### src/hdl/ulm_pkg.sv
// constants, types and format helpers for the uart line/modem channel
`default_nettype none
package ulm_pkg;
  // ===================================================================
  // register byte offsets
  localparam logic [4:0] ADR_DATA = 5'h00;
  localparam logic [4:0] ADR_IER = 5'h04;
  localparam logic [4:0] ADR_LCR = 5'h08;
  localparam logic [4:0] ADR_MCR = 5'h0c;
  localparam logic [4:0] ADR_LSR = 5'h10;
  localparam logic [4:0] ADR_MSR = 5'h14;
  localparam logic [4:0] ADR_EFR = 5'h18;
  localparam logic [4:0] ADR_DIV = 5'h1c;
  // ===================================================================
  // field positions
  localparam int LCR_STB = 2;
  localparam int LCR_PEN = 3;
  localparam int LCR_EPS = 4;
  localparam int LCR_STICK = 5;
  localparam int LCR_BRK = 6;
  localparam int MCR_DTR = 0;
  localparam int MCR_RTS = 1;
  localparam int MCR_SEL = 2;
  localparam int MCR_IMM = 3;
  localparam int MCR_LOOP = 4;
  localparam int MCR_XANY = 5;
  localparam int MCR_IR = 6;
  localparam int MCR_PRE = 7;
  localparam int EFR_SWF = 3;
  localparam int EFR_ENH = 4;
  localparam int EFR_AUTO = 6;
  localparam int IER_LS = 2;
  localparam int MSR_TXDIS = 3;
  // ===================================================================
  // reset values and codes
  localparam logic [7:0] REG_RST = 8'h00;
  localparam logic [15:0] DIV_RST = 16'h0001;
  localparam logic [7:0] XON_CHAR = 8'h11;
  localparam logic [7:0] XOFF_CHAR = 8'h13;
  // ===================================================================
  // timing in 16x sample ticks; PRE_LAST counts core clocks
  localparam logic [4:0] BIT_LAST = 5'h0f;
  localparam logic [3:0] RBIT_LAST = 4'hf;
  localparam logic [3:0] MID_LAST = 4'h7;
  localparam logic [4:0] STOP1_LAST = 5'h0f;
  localparam logic [4:0] STOP15_LAST = 5'h17;
  localparam logic [4:0] STOP2_LAST = 5'h1f;
  localparam logic [4:0] IR_PULSE = 5'h03;
  localparam logic [3:0] IR_HOLD = 4'hf;
  localparam logic [1:0] PRE_LAST = 2'h3;
  // ===================================================================
  // types
  typedef enum logic [2:0] {
    TX_IDLE = 3'b000, TX_START = 3'b001, TX_DATA = 3'b010,
    TX_PAR = 3'b011, TX_STOP = 3'b100
  } ulm_tx_st_t;
  typedef enum logic [2:0] {
    RX_IDLE = 3'b000, RX_START = 3'b001, RX_DATA = 3'b010,
    RX_PAR = 3'b011, RX_STOP = 3'b100
  } ulm_rx_st_t;
  typedef struct packed {
    logic read;
    logic write;
    logic [4:0] address;
    logic [3:0] byteenable;
    logic [31:0] writedata;
  } ulm_avm_req_t;
  typedef struct packed {
    logic [31:0] readdata;
    logic waitrequest;
  } ulm_avm_rsp_t;
  typedef struct packed {
    logic cts_n;
    logic dsr_n;
    logic cd_n;
    logic ri_n;
  } ulm_modem_in_t;
  typedef struct packed {
    logic rts_n;
    logic dtr_n;
  } ulm_modem_out_t;
  typedef struct packed {
    logic brk;
    logic fe;
    logic pe;
    logic [7:0] d;
  } ulm_rx_ent_t;
  // ===================================================================
  // format helpers
  function automatic logic [7:0] wmask(input logic [7:0] l);
    wmask = 8'hff >> (2'h3 - l[1:0]);
  endfunction : wmask
  function automatic logic par_bit(input logic [7:0] d,
                                   input logic [7:0] l);
    par_bit = l[LCR_STICK] ? ~l[LCR_EPS]
                           : ~(^(d & wmask(l))) ^ l[LCR_EPS];
  endfunction : par_bit
  function automatic logic [4:0] stop_last(input logic [7:0] l);
    if (!l[LCR_STB]) stop_last = STOP1_LAST;
    else if (l[1:0] == 2'h0) stop_last = STOP15_LAST;
    else stop_last = STOP2_LAST;
  endfunction : stop_last
endpackage : ulm_pkg
`default_nettype wire

### src/hdl/ulm_top.sv
// uart channel: line format, modem control, line status, avalon slave
// What this block does
// - parity-type bit picks odd (0) or even (1) parity, both directions
// - parity-enable adds a transmit parity bit and a receive check
// - stop bit: one, or 1.5 for 5-bit and 2 for longer words
// - word-length bits give 5, 6, 7 or 8 data bits
// - prescaler bit, enhanced-gated, divides baud clock by one or four
// - infrared bit loads strap after reset; encoder idles tx low
// - xon-any makes any received non-break character except xoff resume stopped transmission
// - loopback bit routes the channel internally
// - send-immediate byte goes before queued bytes; bit self-clears on the data write, except in loopback
// - send-immediate needs transmitter enabled; flow characters go first
// - in loopback immediate and select bits drive carrier and ring
// - select bit picks rts/cts or dtr/dsr pair under auto flow
// - outside loopback and the auto-flow pair, rts and dtr bits drive pins low when set, high when clear
// - line-status interrupt when enabled and any queued error exists
// - error summary set while any error character remains queued
// - transmitter-empty only when queue and shifter both empty
// - holding-empty sets on last byte moved, clears on write
// - a full low frame loads one break character, held till rx high
// - framing and parity flags follow the character at the head
// - character into a full queue sets overrun and is dropped
// - data-ready while any received character is held
// - forced parity is 1 for parity-type 0, 0 for type 1
//
// Register access over Avalon-MM and the register offsets were decided locally.
`timescale 1ns/1ns
`default_nettype none
module ulm_top import ulm_pkg::*; #(
  parameter int DEPTH = 16
) (
  input wire logic core_clk_i,
  input wire logic reset_n_i,
  input wire ulm_avm_req_t avm_i,
  output var ulm_avm_rsp_t avm_o,
  input wire logic rx_i,
  output var logic tx_o,
  input wire ulm_modem_in_t modem_i,
  output var ulm_modem_out_t modem_o,
  input wire logic ir_strap_i,
  output var logic line_irq_o
);
  localparam int AW = $clog2(DEPTH);
  typedef logic [AW:0] ulm_cnt_t;
  typedef logic [AW-1:0] ulm_ptr_t;
  localparam ulm_cnt_t FULL = ulm_cnt_t'(DEPTH);
  localparam ulm_cnt_t HIGH = ulm_cnt_t'(DEPTH - 1);

  // =================================================================
  // state
  typedef struct packed {
    logic ack;
    logic [15:0] rdata;
    logic [7:0] interrupt_enable_reg, line_format_control, modem_pin_control, enhanced_feature_reg;
    logic txdis;
    logic [15:0] div;
    logic strap_done;
    logic [1:0] pre;
    logic [15:0] bcnt;
    logic [DEPTH-1:0][7:0] tq;
    ulm_ptr_t tw, tr;
    ulm_cnt_t tn;
    logic imm_v;
    logic [7:0] imm;
    logic fl_v;
    logic [7:0] fl;
    logic xoff_rx, xoff_sent;
    ulm_tx_st_t ts;
    logic [4:0] tt;
    logic [2:0] tb;
    logic [7:0] tsh, tdat;
    logic tpar, tline, txo;
    ulm_rx_ent_t [DEPTH-1:0] rq;
    ulm_ptr_t rw, rr;
    ulm_cnt_t rn, errn;
    logic ovr;
    ulm_rx_st_t rs;
    logic [3:0] rt;
    logic [2:0] rb;
    logic [7:0] rsh;
    logic rpar, rz, brk_act;
    logic [3:0] irc;
    logic rts_n, dtr_n;
  } ulm_state_t;

  ulm_state_t s_reg, s_next;

  // =================================================================
  // decode
  logic req, acc, loop, ir_on, bclk, tick, txl, rxd, hw_stop, af;
  logic thre, temt, tld, rdone, rpush, rpop, tpush, tpop;
  logic [7:0] tbyte, line_status_flags, modem_input_status, rdat;
  logic [2:0] wlast;
  ulm_rx_ent_t top, rent;

  assign req = avm_i.read | avm_i.write;
  assign acc = req & s_reg.ack;
  assign loop = s_reg.modem_pin_control[MCR_LOOP];
  assign ir_on = s_reg.modem_pin_control[MCR_IR];
  assign wlast = {1'b1, s_reg.line_format_control[1:0]};
  // prescale stretches the baud input clock by four
  assign bclk = ~s_reg.modem_pin_control[MCR_PRE] | (s_reg.pre == PRE_LAST);
  assign tick = bclk & (s_reg.bcnt + 16'h1 >= s_reg.div);
  assign txl = s_reg.tline & ~s_reg.line_format_control[LCR_BRK];
  // ir receive: a high pulse marks a zero bit, stretched over the bit
  assign rxd = loop ? txl
             : (ir_on ? ~(rx_i | (s_reg.irc != 4'h0)) : rx_i);
  assign af = s_reg.enhanced_feature_reg[EFR_AUTO] & ~loop;
  assign hw_stop = af & (s_reg.modem_pin_control[MCR_SEL] ? modem_i.dsr_n
                                           : modem_i.cts_n);
  assign top = s_reg.rq[s_reg.rr];
  assign rdat = s_reg.rsh >> (2'h3 - s_reg.line_format_control[1:0]);
  assign thre = (s_reg.tn == '0) & ~s_reg.imm_v;
  assign temt = thre & ~s_reg.fl_v & (s_reg.ts == TX_IDLE);
  assign line_status_flags = {s_reg.errn != '0, temt, thre,
                (s_reg.rn != '0 & top.brk) | s_reg.brk_act,
                s_reg.rn != '0 & top.fe, s_reg.rn != '0 & top.pe,
                s_reg.ovr, s_reg.rn != '0};
  assign modem_input_status = loop ? {s_reg.modem_pin_control[MCR_IMM], s_reg.modem_pin_control[MCR_SEL],
                       s_reg.modem_pin_control[MCR_DTR], s_reg.modem_pin_control[MCR_RTS],
                       s_reg.txdis, 3'h0}
                    : {~modem_i.cd_n, ~modem_i.ri_n, ~modem_i.dsr_n,
                       ~modem_i.cts_n, s_reg.txdis, 3'h0};

  assign avm_o.waitrequest = req & ~s_reg.ack;
  assign avm_o.readdata = {16'h0, s_reg.rdata};
  assign tx_o = s_reg.txo;
  assign modem_o.rts_n = s_reg.rts_n;
  assign modem_o.dtr_n = s_reg.dtr_n;
  assign line_irq_o = s_reg.interrupt_enable_reg[IER_LS] & (line_status_flags[7] | s_reg.ovr);

  // =================================================================
  // next state
  always_comb begin
    s_next = s_reg;
    tld = 1'b0;
    tbyte = 8'h0;
    rdone = 1'b0;
    rpush = 1'b0;
    rpop = 1'b0;
    tpush = 1'b0;
    tpop = 1'b0;
    rent = '0;
    // strap is caught on the first edge after reset release
    if (!s_reg.strap_done) begin
      s_next.strap_done = 1'b1;
      s_next.modem_pin_control[MCR_IR] = ir_strap_i;
    end
    // one wait cycle: read data is latched before the answer edge
    s_next.ack = req & ~s_reg.ack;
    if (req & ~s_reg.ack) begin
      case (avm_i.address)
        ADR_DATA: s_next.rdata = {8'h0, top.d};
        ADR_IER: s_next.rdata = {8'h0, s_reg.interrupt_enable_reg};
        ADR_LCR: s_next.rdata = {8'h0, s_reg.line_format_control};
        ADR_MCR: s_next.rdata = {8'h0, s_reg.modem_pin_control};
        ADR_LSR: s_next.rdata = {8'h0, line_status_flags};
        ADR_MSR: s_next.rdata = {8'h0, modem_input_status};
        ADR_EFR: s_next.rdata = {8'h0, s_reg.enhanced_feature_reg};
        ADR_DIV: s_next.rdata = s_reg.div;
        default: s_next.rdata = 16'h0;
      endcase
    end
    if (acc & avm_i.read) begin
      if (avm_i.address == ADR_DATA) rpop = s_reg.rn != '0;
      if (avm_i.address == ADR_LSR) s_next.ovr = 1'b0;
    end
    if (acc & avm_i.write & avm_i.byteenable[0]) begin
      case (avm_i.address)
        ADR_DATA: begin
          // host must not touch other registers in between
          if (s_reg.modem_pin_control[MCR_IMM] & ~loop) begin
            s_next.modem_pin_control[MCR_IMM] = 1'b0;
            if (!s_reg.txdis) begin
              s_next.imm_v = 1'b1;
              s_next.imm = avm_i.writedata[7:0];
            end else begin
              tpush = s_reg.tn != FULL;
            end
          end else begin
            tpush = s_reg.tn != FULL;
          end
        end
        ADR_IER: s_next.interrupt_enable_reg = avm_i.writedata[7:0];
        ADR_LCR: s_next.line_format_control = avm_i.writedata[7:0];
        ADR_MCR: s_next.modem_pin_control = {s_reg.enhanced_feature_reg[EFR_ENH]
                               ? avm_i.writedata[7:5] : s_reg.modem_pin_control[7:5],
                               avm_i.writedata[4:0]};
        ADR_MSR: s_next.txdis = avm_i.writedata[MSR_TXDIS];
        ADR_EFR: s_next.enhanced_feature_reg = avm_i.writedata[7:0];
        ADR_DIV: s_next.div = {avm_i.byteenable[1]
                               ? avm_i.writedata[15:8] : s_reg.div[15:8],
                               avm_i.writedata[7:0]};
        default: ;
      endcase
    end

    // ===============================================================
    // baud tick
    s_next.pre = s_reg.modem_pin_control[MCR_PRE] ? s_reg.pre + 2'h1 : 2'h0;
    if (bclk) s_next.bcnt = tick ? 16'h0 : s_reg.bcnt + 16'h1;
    if (rx_i) s_next.irc = IR_HOLD;
    else if (tick && s_reg.irc != 4'h0) s_next.irc = s_reg.irc - 4'h1;

    // ===============================================================
    // transmitter
    if (tick) begin
      s_next.tt = s_reg.tt + 5'h1;
      unique case (s_reg.ts)
        TX_IDLE: begin
          s_next.tt = 5'h0;
          s_next.tline = 1'b1;
          // flow characters outrank the immediate byte
          if (s_reg.fl_v) begin
            tld = 1'b1;
            tbyte = s_reg.fl;
            s_next.fl_v = 1'b0;
          end else if (!s_reg.txdis && !hw_stop) begin
            if (s_reg.imm_v) begin
              tld = 1'b1;
              tbyte = s_reg.imm;
              s_next.imm_v = 1'b0;
            end else if (s_reg.tn != '0 && !s_reg.xoff_rx) begin
              tld = 1'b1;
              tpop = 1'b1;
              tbyte = s_reg.tq[s_reg.tr];
            end
          end
        end
        TX_START: if (s_reg.tt == BIT_LAST) begin
          s_next.tt = 5'h0;
          s_next.tb = 3'h0;
          s_next.ts = TX_DATA;
          s_next.tline = s_reg.tsh[0];
        end
        TX_DATA: if (s_reg.tt == BIT_LAST) begin
          s_next.tt = 5'h0;
          s_next.tsh = s_reg.tsh >> 1;
          s_next.tb = s_reg.tb + 3'h1;
          s_next.tline = s_reg.tsh[1];
          if (s_reg.tb == wlast) begin
            s_next.ts = s_reg.line_format_control[LCR_PEN] ? TX_PAR : TX_STOP;
            s_next.tline = s_reg.line_format_control[LCR_PEN] ? s_reg.tpar : 1'b1;
          end
        end
        TX_PAR: if (s_reg.tt == BIT_LAST) begin
          s_next.tt = 5'h0;
          s_next.ts = TX_STOP;
          s_next.tline = 1'b1;
        end
        TX_STOP: if (s_reg.tt == stop_last(s_reg.line_format_control)) begin
          s_next.ts = TX_IDLE;
        end
        default: s_next.ts = TX_IDLE;
      endcase
    end
    if (tld) begin
      s_next.tsh = tbyte;
      s_next.tdat = tbyte;
      s_next.tpar = par_bit(tbyte, s_reg.line_format_control);
      s_next.tline = 1'b0;
      s_next.ts = TX_START;
    end

    // ===============================================================
    // receiver; rt wraps every 16 ticks, so bit centres need no reload
    if (tick) begin
      s_next.rt = s_reg.rt + 4'h1;
      unique case (s_reg.rs)
        RX_IDLE: begin
          s_next.rt = 4'h0;
          if (rxd) s_next.brk_act = 1'b0;
          else if (!s_reg.brk_act) begin
            s_next.rs = RX_START;
            s_next.rz = 1'b1;
          end
        end
        RX_START: if (s_reg.rt == MID_LAST) begin
          s_next.rt = 4'h0;
          s_next.rb = 3'h0;
          s_next.rs = rxd ? RX_IDLE : RX_DATA;
        end
        RX_DATA: if (s_reg.rt == RBIT_LAST) begin
          s_next.rsh = {rxd, s_reg.rsh[7:1]};
          s_next.rz = s_reg.rz & ~rxd;
          s_next.rb = s_reg.rb + 3'h1;
          if (s_reg.rb == wlast) begin
            s_next.rs = s_reg.line_format_control[LCR_PEN] ? RX_PAR : RX_STOP;
          end
        end
        RX_PAR: if (s_reg.rt == RBIT_LAST) begin
          s_next.rpar = rxd;
          s_next.rz = s_reg.rz & ~rxd;
          s_next.rs = RX_STOP;
        end
        RX_STOP: if (s_reg.rt == RBIT_LAST) begin
          s_next.rs = RX_IDLE;
          rdone = 1'b1;
        end
        default: s_next.rs = RX_IDLE;
      endcase
    end
    if (rdone) begin
      rent.d = rdat;
      rent.brk = s_reg.rz & ~rxd;
      rent.fe = ~rxd & ~rent.brk;
      rent.pe = s_reg.line_format_control[LCR_PEN] & ~rent.brk
                & (s_reg.rpar != par_bit(rdat, s_reg.line_format_control));
      if (rent.brk) s_next.brk_act = 1'b1;
      // overrun set comes after the status-read clear, so it wins
      if (s_reg.rn == FULL) s_next.ovr = 1'b1;
      else rpush = 1'b1;
      if (s_reg.enhanced_feature_reg[EFR_SWF] & ~rent.brk) begin
        if (rdat == XOFF_CHAR) s_next.xoff_rx = 1'b1;
        else if (s_reg.modem_pin_control[MCR_XANY] | (rdat == XON_CHAR))
          s_next.xoff_rx = 1'b0;
      end
    end
    // local flow characters throttle the far transmitter
    if (s_reg.enhanced_feature_reg[EFR_SWF] & ~s_reg.fl_v) begin
      if (!s_reg.xoff_sent && s_reg.rn >= HIGH) begin
        s_next.fl_v = 1'b1;
        s_next.fl = XOFF_CHAR;
        s_next.xoff_sent = 1'b1;
      end else if (s_reg.xoff_sent && s_reg.rn == '0) begin
        s_next.fl_v = 1'b1;
        s_next.fl = XON_CHAR;
        s_next.xoff_sent = 1'b0;
      end
    end

    // ===============================================================
    // queues
    if (tpush) begin
      s_next.tq[s_reg.tw] = avm_i.writedata[7:0];
      s_next.tw = s_reg.tw + 1'b1;
    end
    if (tpop) s_next.tr = s_reg.tr + 1'b1;
    s_next.tn = s_reg.tn + ulm_cnt_t'(tpush) - ulm_cnt_t'(tpop);
    if (rpush) begin
      s_next.rq[s_reg.rw] = rent;
      s_next.rw = s_reg.rw + 1'b1;
    end
    if (rpop) s_next.rr = s_reg.rr + 1'b1;
    s_next.rn = s_reg.rn + ulm_cnt_t'(rpush) - ulm_cnt_t'(rpop);
    s_next.errn = s_reg.errn
      + ulm_cnt_t'(rpush & (rent.brk | rent.fe | rent.pe))
      - ulm_cnt_t'(rpop & (top.brk | top.fe | top.pe));

    // ===============================================================
    // pins; loopback keeps the line and modem outputs idle
    if (s_next.modem_pin_control[MCR_LOOP]) s_next.txo = ~s_next.modem_pin_control[MCR_IR];
    else if (s_next.modem_pin_control[MCR_IR])
      s_next.txo = ~(s_next.tline & ~s_next.line_format_control[LCR_BRK])
                   & (s_next.tt < IR_PULSE);
    else s_next.txo = s_next.tline & ~s_next.line_format_control[LCR_BRK];
    s_next.rts_n = s_next.modem_pin_control[MCR_LOOP] | ((af & ~s_reg.modem_pin_control[MCR_SEL])
                   ? s_reg.rn >= HIGH : ~s_reg.modem_pin_control[MCR_RTS]);
    s_next.dtr_n = s_next.modem_pin_control[MCR_LOOP] | ((af & s_reg.modem_pin_control[MCR_SEL])
                   ? s_reg.rn >= HIGH : ~s_reg.modem_pin_control[MCR_DTR]);
  end

  always_ff @(posedge core_clk_i or negedge reset_n_i) begin
    if (!reset_n_i) begin
      s_reg <= '0;
      s_reg.div <= DIV_RST;
      s_reg.tline <= 1'b1;
      s_reg.txo <= 1'b1;
      s_reg.rts_n <= 1'b1;
      s_reg.dtr_n <= 1'b1;
      s_reg.line_format_control <= REG_RST;
    end else begin
      s_reg <= s_next;
    end
  end
endmodule : ulm_top
`default_nettype wire

### config.mk
export PLATFORM = sky130hd
export DESIGN_NAME = ulm_top
export DESIGN_NICKNAME = d
export VERILOG_FILES = /design/src/hdl/ulm_pkg.sv /design/src/hdl/ulm_top.sv
export SDC_FILE = /design/constraint.sdc
export NUM_CORES = 1
export LEC_CHECK = 0
export ABC_CLOCK_PERIOD_IN_PS = 7200
export BUFFER_PORTS_ARGS = -buffer_cell sky130_fd_sc_hd__buf_2
export CORE_MARGIN = 4
export CORE_UTILIZATION = 40
export DETAILED_ROUTE_END_ITERATION = 8
export MAX_ROUTING_LAYER = met4
export PLACE_DENSITY_LB_ADDON = 0.12
export SYNTH_ARGS = -nofsm -noshare
export SYNTH_HDL_FRONTEND = slang
export SYNTH_SLANG_ARGS = --single-unit
### constraint.sdc
create_clock -name core_clk_i -period 7.2 [get_ports core_clk_i]
set_input_delay 0.36 -clock core_clk_i [delete_from_list [all_inputs] [get_ports core_clk_i]]
set_output_delay 0.36 -clock core_clk_i [all_outputs]
set_load 0.01 [all_outputs]
==> impl_metrics.yaml, run 1 <==
timing:
  whs_ns: 0.254
  finalSetupViolCount: 0
  postLayoutSetupSlackWorst_ns: 1.59
  rsz0062_at_grt: "no"
  finalClockSkew_ns: 0.0327
  post-route-period-util: 0.779
  slew_violations: 0
  fmax_ghz: 0.178
  fin_crit_ns: 5.61
  hold_viol: 0
  max_slew_margin: 0.144
  tns_ns: 0
  tightest_slew_ns: 1.28
logic_synthesis:
  syn_area_per_cell_um2: 11.6
  syn_inst: 2060
  netlist-cell-type-count: 77
  netlist_top_cells_area: "dfrtp_1 (50%), mux2_2 (11%), mux4_2 (6.8%)"
  synth_edf_count: 0
  syn_area_mm2: 0.0240
  synth_seq_area_share: 0.504
  yosys.area.top_type_share: 0.499
  yosys.area.top_type: "dfrtp_1"
  synthArstFlopShare: 1.00
  synth_top_flop_cell: "dfrtp_1"
  yosysWarningCount: 0
  yosys_register_bits: 483
floorplanning:
  initial_core_util: 0.405
  rows: 89
  dieHeight_um: 253
  core_mm2: 0.0592
  io_pins: 88
  die_w_um: 253
  die_area_mm2: 0.0640
placement:
  dp_slack_ns: 1.62
  port-buffer-count: 53
  dp.cells: 2766
  dp_hpwl_mm: 40.8
  gp_congestion: 0.860
finish:
  final_nets: 2173
  fillCellCount: 5506
  layout_common_cells: "dfrtp_1 (475), nand2_1 (262), mux2_2 (242)"
  layout.cells.non_filler: 2877
  largest_reg_flops: 461
  drive_above_1_share: 0.233
  area_delta_synth_final_pct: 10.6
  final_common_cell: "dfrtp_1"
drt:
  drt_pass1_iterations: 5
  ant_nets: 0
  vias: 15655
  wl_mm: 60.8
  drt_iter0_drc: 974
  drt-wirelength-per-cell_um: 21.1
  post-route-drc-count: 0
  vias_per_cell: 5.44
critical_path:
  startpoint_type: "flop"
  crit_path_frequent_cell: "and3_1"
  required_ns: 7.68
  crit_arrival_ns: 6.09
  slowest_stage: "nand2_1"
  cp-end-kind: "flop"
  r2r_cells: 20
  cp_cell_sequence: "ha_1, and3_1, and3_1, and3_1, and3_1, nand3_1, xnor2_1, ha_1, nand4_1, o211ai_1, a31o_1, o21ai_1, buf_4, nor2_1, buf_4, and2_1, inv_1, nor3b_1, nand2_1, mux2_2"
  critPathMaxStageDelay_ns: 0.62
  crit_type: "reg -> reg"
  crit_fanout: 21
clocking:
  cts.sinks: 483
  clockBufferDepth: 3
  cts_tree: "built"
  ctsResizeCount: 0
  numCtsBuffers: 55
  cts_root_buf: "clkbuf_16"
  clk_latency_ns: 0.62
  clkSlewWorstSetupHoldPaths_ns: 0.06
  htreeDepth: 2
power_and_ir_drop:
  p_leak_uw: 0.0123
  p_per_area_mw_per_mm2: 247
  ir_worst_vdd_uv: 184
min_path:
  hold_path.class: "in -> reg"
  hold_depth: 3
grt:
  first_global_vias: 15968
  grt-ovfl-total: 0
  grt_usage: 0.196
  grt_max_degree: 152
  grt_pass1_wl_mm: 95.0
  antenna_found_initial: 3
run:
  cap_violations: 0
outcome:
  status: "completed"
[power by group]
part           switching, µW  internal, µW
clock network           1150          1620
logic                    456           334
registers                156          2840
[per-layer routing]
layer	global-route usage	vias up	share of wire
met5	-	-	0
met4	0.0441	0	0.022
met3	0.0387	87	0.047
met2	0.302	312	0.46
met1	0.273	7976	0.47
li1	-	7280	-
[cell usage after synthesis (all sizes together) (4+ instances only)]
| master | instances |
|---|---|
| o221ai | 5 |
| nand2 | 262 |
| nand4 | 10 |
| nor2 | 73 |
| inv | 71 |
| o22ai | 13 |
| nand2b | 21 |
| and2 | 17 |
| a22o | 15 |
| o21ai | 202 |
| nand3 | 49 |
| a31oi | 5 |
| clkbuf | 98 |
| a221oi | 7 |
| o31ai | 13 |
| nor3b | 4 |
| buf | 59 |
| and3 | 19 |
| ha | 59 |
| a21oi | 31 |
| a21o | 9 |
| a21boi | 4 |
| nand3b | 4 |
| a211oi | 6 |
| xor2 | 20 |
| a32oi | 4 |
| or3 | 4 |
| mux2i | 49 |
| mux4 | 81 |
| dfrtp | 478 |
| nor3 | 16 |
| or2 | 4 |
| mux2 | 242 |
| nor2b | 12 |
| dfstp | 5 |
| o211ai | 6 |
| xnor2 | 35 |
[worst paths after layout]
check | startpoint | end | slack (ns)
worst max-delay path | s_reg[413]$_DFFE_PN0P_ | s_reg[164]$_DFFE_PN0P_ | 1.59
worst min-delay path | avm_i[4] | s_reg[436]$_DFFE_PN0P_ | 0.25
worst max register to register | s_reg[413]$_DFFE_PN0P_ | s_reg[164]$_DFFE_PN0P_ | 1.59
worst min register to register | s_reg[429]$_DFF_PN0_ | s_reg[429]$_DFF_PN0_ | 0.44
max in group asynchronous | reset_n_i | s_reg[216]$_DFFE_PN0P_ | 5.34
min in group asynchronous | reset_n_i | s_reg[355]$_DFFE_PN0P_ | 0.34
[repair_timing]
item                                   in CTS  in global routing
endpoints found under the hold margin      96                  0
hold buffers                               10                  0
setup buffers                               0                  0
[area by class of cell]
cell class,instances,area [µm²],area share
tap,773,967,0.0364
clock buffer,86,1620,0.0612
antenna,1,2.50,0.0000943
inverter,71,267,0.0100
sequential,483,12100,0.456
multi-input combinational,1364,10900,0.410
timing repair buffer,85,553,0.0208
clock inverter,14,163,0.00613
[critical path, delay by kind of cell (launching register included)]
kind,cells,cell delay (ns)
flip-flops,1,0.44
buffers and inverters,3,0.53
XOR/XNOR,1,0.17
multiplexers,1,0.48
AO/OA/AOI/OAI,3,0.45
adder cells (fa/ha/maj),2,0.58
AND/OR/NAND/NOR,10,2.80
[cells by family (layout without fill, tap and decap cells)]
family | Yosys count | after routing | share of synthesized area
AO/OA/AOI/OAI | 353 | 353 | 0.0904
XOR/XNOR | 56 | 56 | 0.0210
adder cells (fa/ha/maj) | 62 | 62 | 0.0333
buffers and inverters | 228 | 256 | 0.0451
flip-flops | 483 | 483 | 0.504
multiplexers | 372 | 372 | 0.211
other | 2 | 18 | 0.000313
AND/OR/NAND/NOR | 504 | 504 | 0.0943
[per-stage QoR]
stage | instance area, µm² | total power (µW) | util
after floorplan | 24000 | 3570 | -
after global placement | 24700 | 3820 | 0.416
after detailed placement | 24700 | 3840 | 0.416
after CTS | 26500 | 6650 | 0.448
after global routing | 26500 | 6880 | 0.448
final | 26500 | 6550 | 0.448
(Power assumes the default switching activity.)
==> inputs of run 2 (changes only) <==
--- a/config.mk
+++ b/config.mk
@@ -5,7 +5,7 @@
 export SDC_FILE = /design/constraint.sdc
 export NUM_CORES = 1
 export LEC_CHECK = 0
-export ABC_CLOCK_PERIOD_IN_PS = 7200
+export ABC_CLOCK_PERIOD_IN_PS = 5600
 export BUFFER_PORTS_ARGS = -buffer_cell sky130_fd_sc_hd__buf_2
 export CORE_MARGIN = 4
 export CORE_UTILIZATION = 40
==> constraint.sdc (replaced) <==
create_clock -name core_clk_i -period 5.6 [get_ports core_clk_i]
set_input_delay 0.28 -clock core_clk_i [delete_from_list [all_inputs] [get_ports core_clk_i]]
set_output_delay 0.28 -clock core_clk_i [all_outputs]
set_load 0.01 [all_outputs]
==> run 2 against run 1 <==
Clock skew hardly changed. Via count grew 0.90%. Largest power group unchanged. Critical path type unchanged. Utilization is 0.20 points higher.
==> impl_metrics.yaml, run 2 (synthesis gave the netlist of run 1 again) <==
outcome:
  status: "completed"
floorplanning:
  die_area_mm2: 0.0640
  dieHeight_um: 253
  rows: 89
  io_pins: 88
  die_w_um: 253
  initial_core_util: 0.405
  core_mm2: 0.0592
grt:
  grt_max_degree: 151
  antenna_found_initial: 0
  grt_usage: 0.199
  first_global_vias: 16015
  grt-ovfl-total: 0
  grt_pass1_wl_mm: 96.1
finish:
  final_nets: 2193
  area_delta_synth_final_pct: 11.1
  multi_input_area_mm2: 0.0109
  final_common_cell: "dfrtp_1"
  largest_reg_flops: 461
  num_antenna_cells: 0
  seq_area_mm2: 0.0121
  fillCellCount: 5510
  layout_common_cells: "dfrtp_1 (475), nand2_1 (262), mux2_2 (242)"
  drive_above_1_share: 0.240
clocking:
  hold_buffers: 10
  clkSlewWorstSetupHoldPaths_ns: 0.06
  htreeDepth: 2
  cts.sinks: 483
  clockBufferDepth: 3
  cts_root_buf: "clkbuf_16"
  cts_tree: "built"
  postCtsSetupBuffers: 0
  clk_latency_ns: 0.62
  ctsResizeCount: 0
  numCtsBuffers: 55
critical_path:
  required_ns: 6.12
  cp_cell_sequence: "nand3_1, nor2_1, and3_1, and3_1, and3_1, and3_1, xor2_1, ha_1, nand4_1, o211ai_1, a31o_1, o21ai_1, nor2_1, and2_1, buf_4, inv_1, ha_1, inv_1, ha_1, fa_1, a21oi_1, nor2_1, nor2_1, xnor2_1"
  slowest_stage: "dfrtp_1"
  cp-end-kind: "flop"
  startpoint_type: "flop"
  rr_startpoint: "s_reg[413]$_DFFE_PN0P_"
  crit_type: "reg -> reg"
  critPathMaxStageDelay_ns: 0.44
  cp-startpoint: "s_reg[413]$_DFFE_PN0P_"
  crit_fanout: 8
  crit_arrival_ns: 5.59
drt:
  vias: 15796
  dr_wl_met2_mm: 28.6
  drt_iter0_drc: 1208
  drt_pass1_iterations: 5
  top_layer: "met4"
  post-route-drc-count: 0
  drt-wirelength-per-cell_um: 21.1
  route.met3.wl_mm: 2.79
  vias_per_cell: 5.46
  wl_mm: 61.1
  wl_met1_mm: 28.6
  ant_nets: 0
timing:
  max_slew_margin: 0.412
  fin_crit_ns: 5.07
  finalSetupViolCount: 0
  slew_violations: 0
  rsz0062_at_grt: "no"
  finalClockSkew_ns: 0.0328
  fmax_ghz: 0.197
  tns_ns: 0
  tightest_slew_ns: 0.879
  hold_viol: 0
  post-route-period-util: 0.905
placement:
  port-buffer-count: 53
  gp_congestion: 0.856
  dp_hpwl_mm: 41.5
power_and_ir_drop:
  p_total_uw: 8390
  ir_worst_vdd_uv: 247
  p_per_area_mw_per_mm2: 315
  p_leak_uw: 0.0123
run:
  cap_violations: 0
min_path:
  hold_path.class: "in -> reg"
  min_from: "avm_i[4]"
-- run 2: cell count changes in the layout (fill, tap and decap cells not counted) --
cell,change
buf_4,+19
clkbuf_8,-2
inv_6,+2
buf_12,+1
clkbuf_1,+1
clkinv_16,-1
clkinv_2,-1
clkinv_4,+1
clkinv_8,+1
clkinvlp_4,-1
diode_2,-1
inv_16,-1
-- run 2: area by class of cell --
class / instances / area share
Clock buffer: 85 / 0.0600
Multi-Input combinational cell: 1364 / 0.408
Timing Repair Buffer: 105 / 0.0268
Clock inverter: 14 / 0.00535
Tap cell: 773 / 0.0363
Sequential cell: 483 / 0.454
Inverter: 71 / 0.0100
-- run 2: final timing paths --
path	cells past startpoint	to	slack, ns
setup / recovery	24	s_reg[37]$_DFF_PN0_	0.53
hold / removal	3	s_reg[436]$_DFFE_PN0P_	0.16
setup reg to reg	24	s_reg[37]$_DFF_PN0_	0.53
hold reg to reg	1	s_reg[429]$_DFF_PN0_	0.43
max in group asynchronous	3	s_reg[137]$_DFFE_PN0P_	3.98
min in group asynchronous	2	s_reg[355]$_DFFE_PN0P_	0.26
-- run 2: per-stage QoR --
stage	setup WS, ns	hold slack, ns	cells	instance area, µm²	utilization
finish	0.532	0.164	2895	26700	0.450
detailed placement	0.573	0.348	2786	24800	0.419
global route	0.157	0.178	2895	26700	0.450
floorplan	1.19	-0.0156	2075	24000	-
global placement	0.597	0.349	2786	24800	0.419
CTS	0.498	0.122	2895	26700	0.450
-- run 2: per-layer routing --
layer  vias up  track usage
met5         -            -
met4         0       0.0454
met3        65       0.0300
met2       322        0.311
met1      8096        0.277
li1       7313            -
-- run 2: worst max-delay path: cells and delay by family (launching register included) --
kind,cells,cell delay [ns]
simple gates,11,2.03
fa+ha+maj,4,1.04
compound gates,4,0.80
flops,1,0.44
xor+xnor,2,0.33
buf+inv,3,0.33
-- run 2: power breakdown --
group / internal [µW] / switching [µW]
Clock: 2050 / 1470
Sequential: 3650 / 202
Combinational: 431 / 589
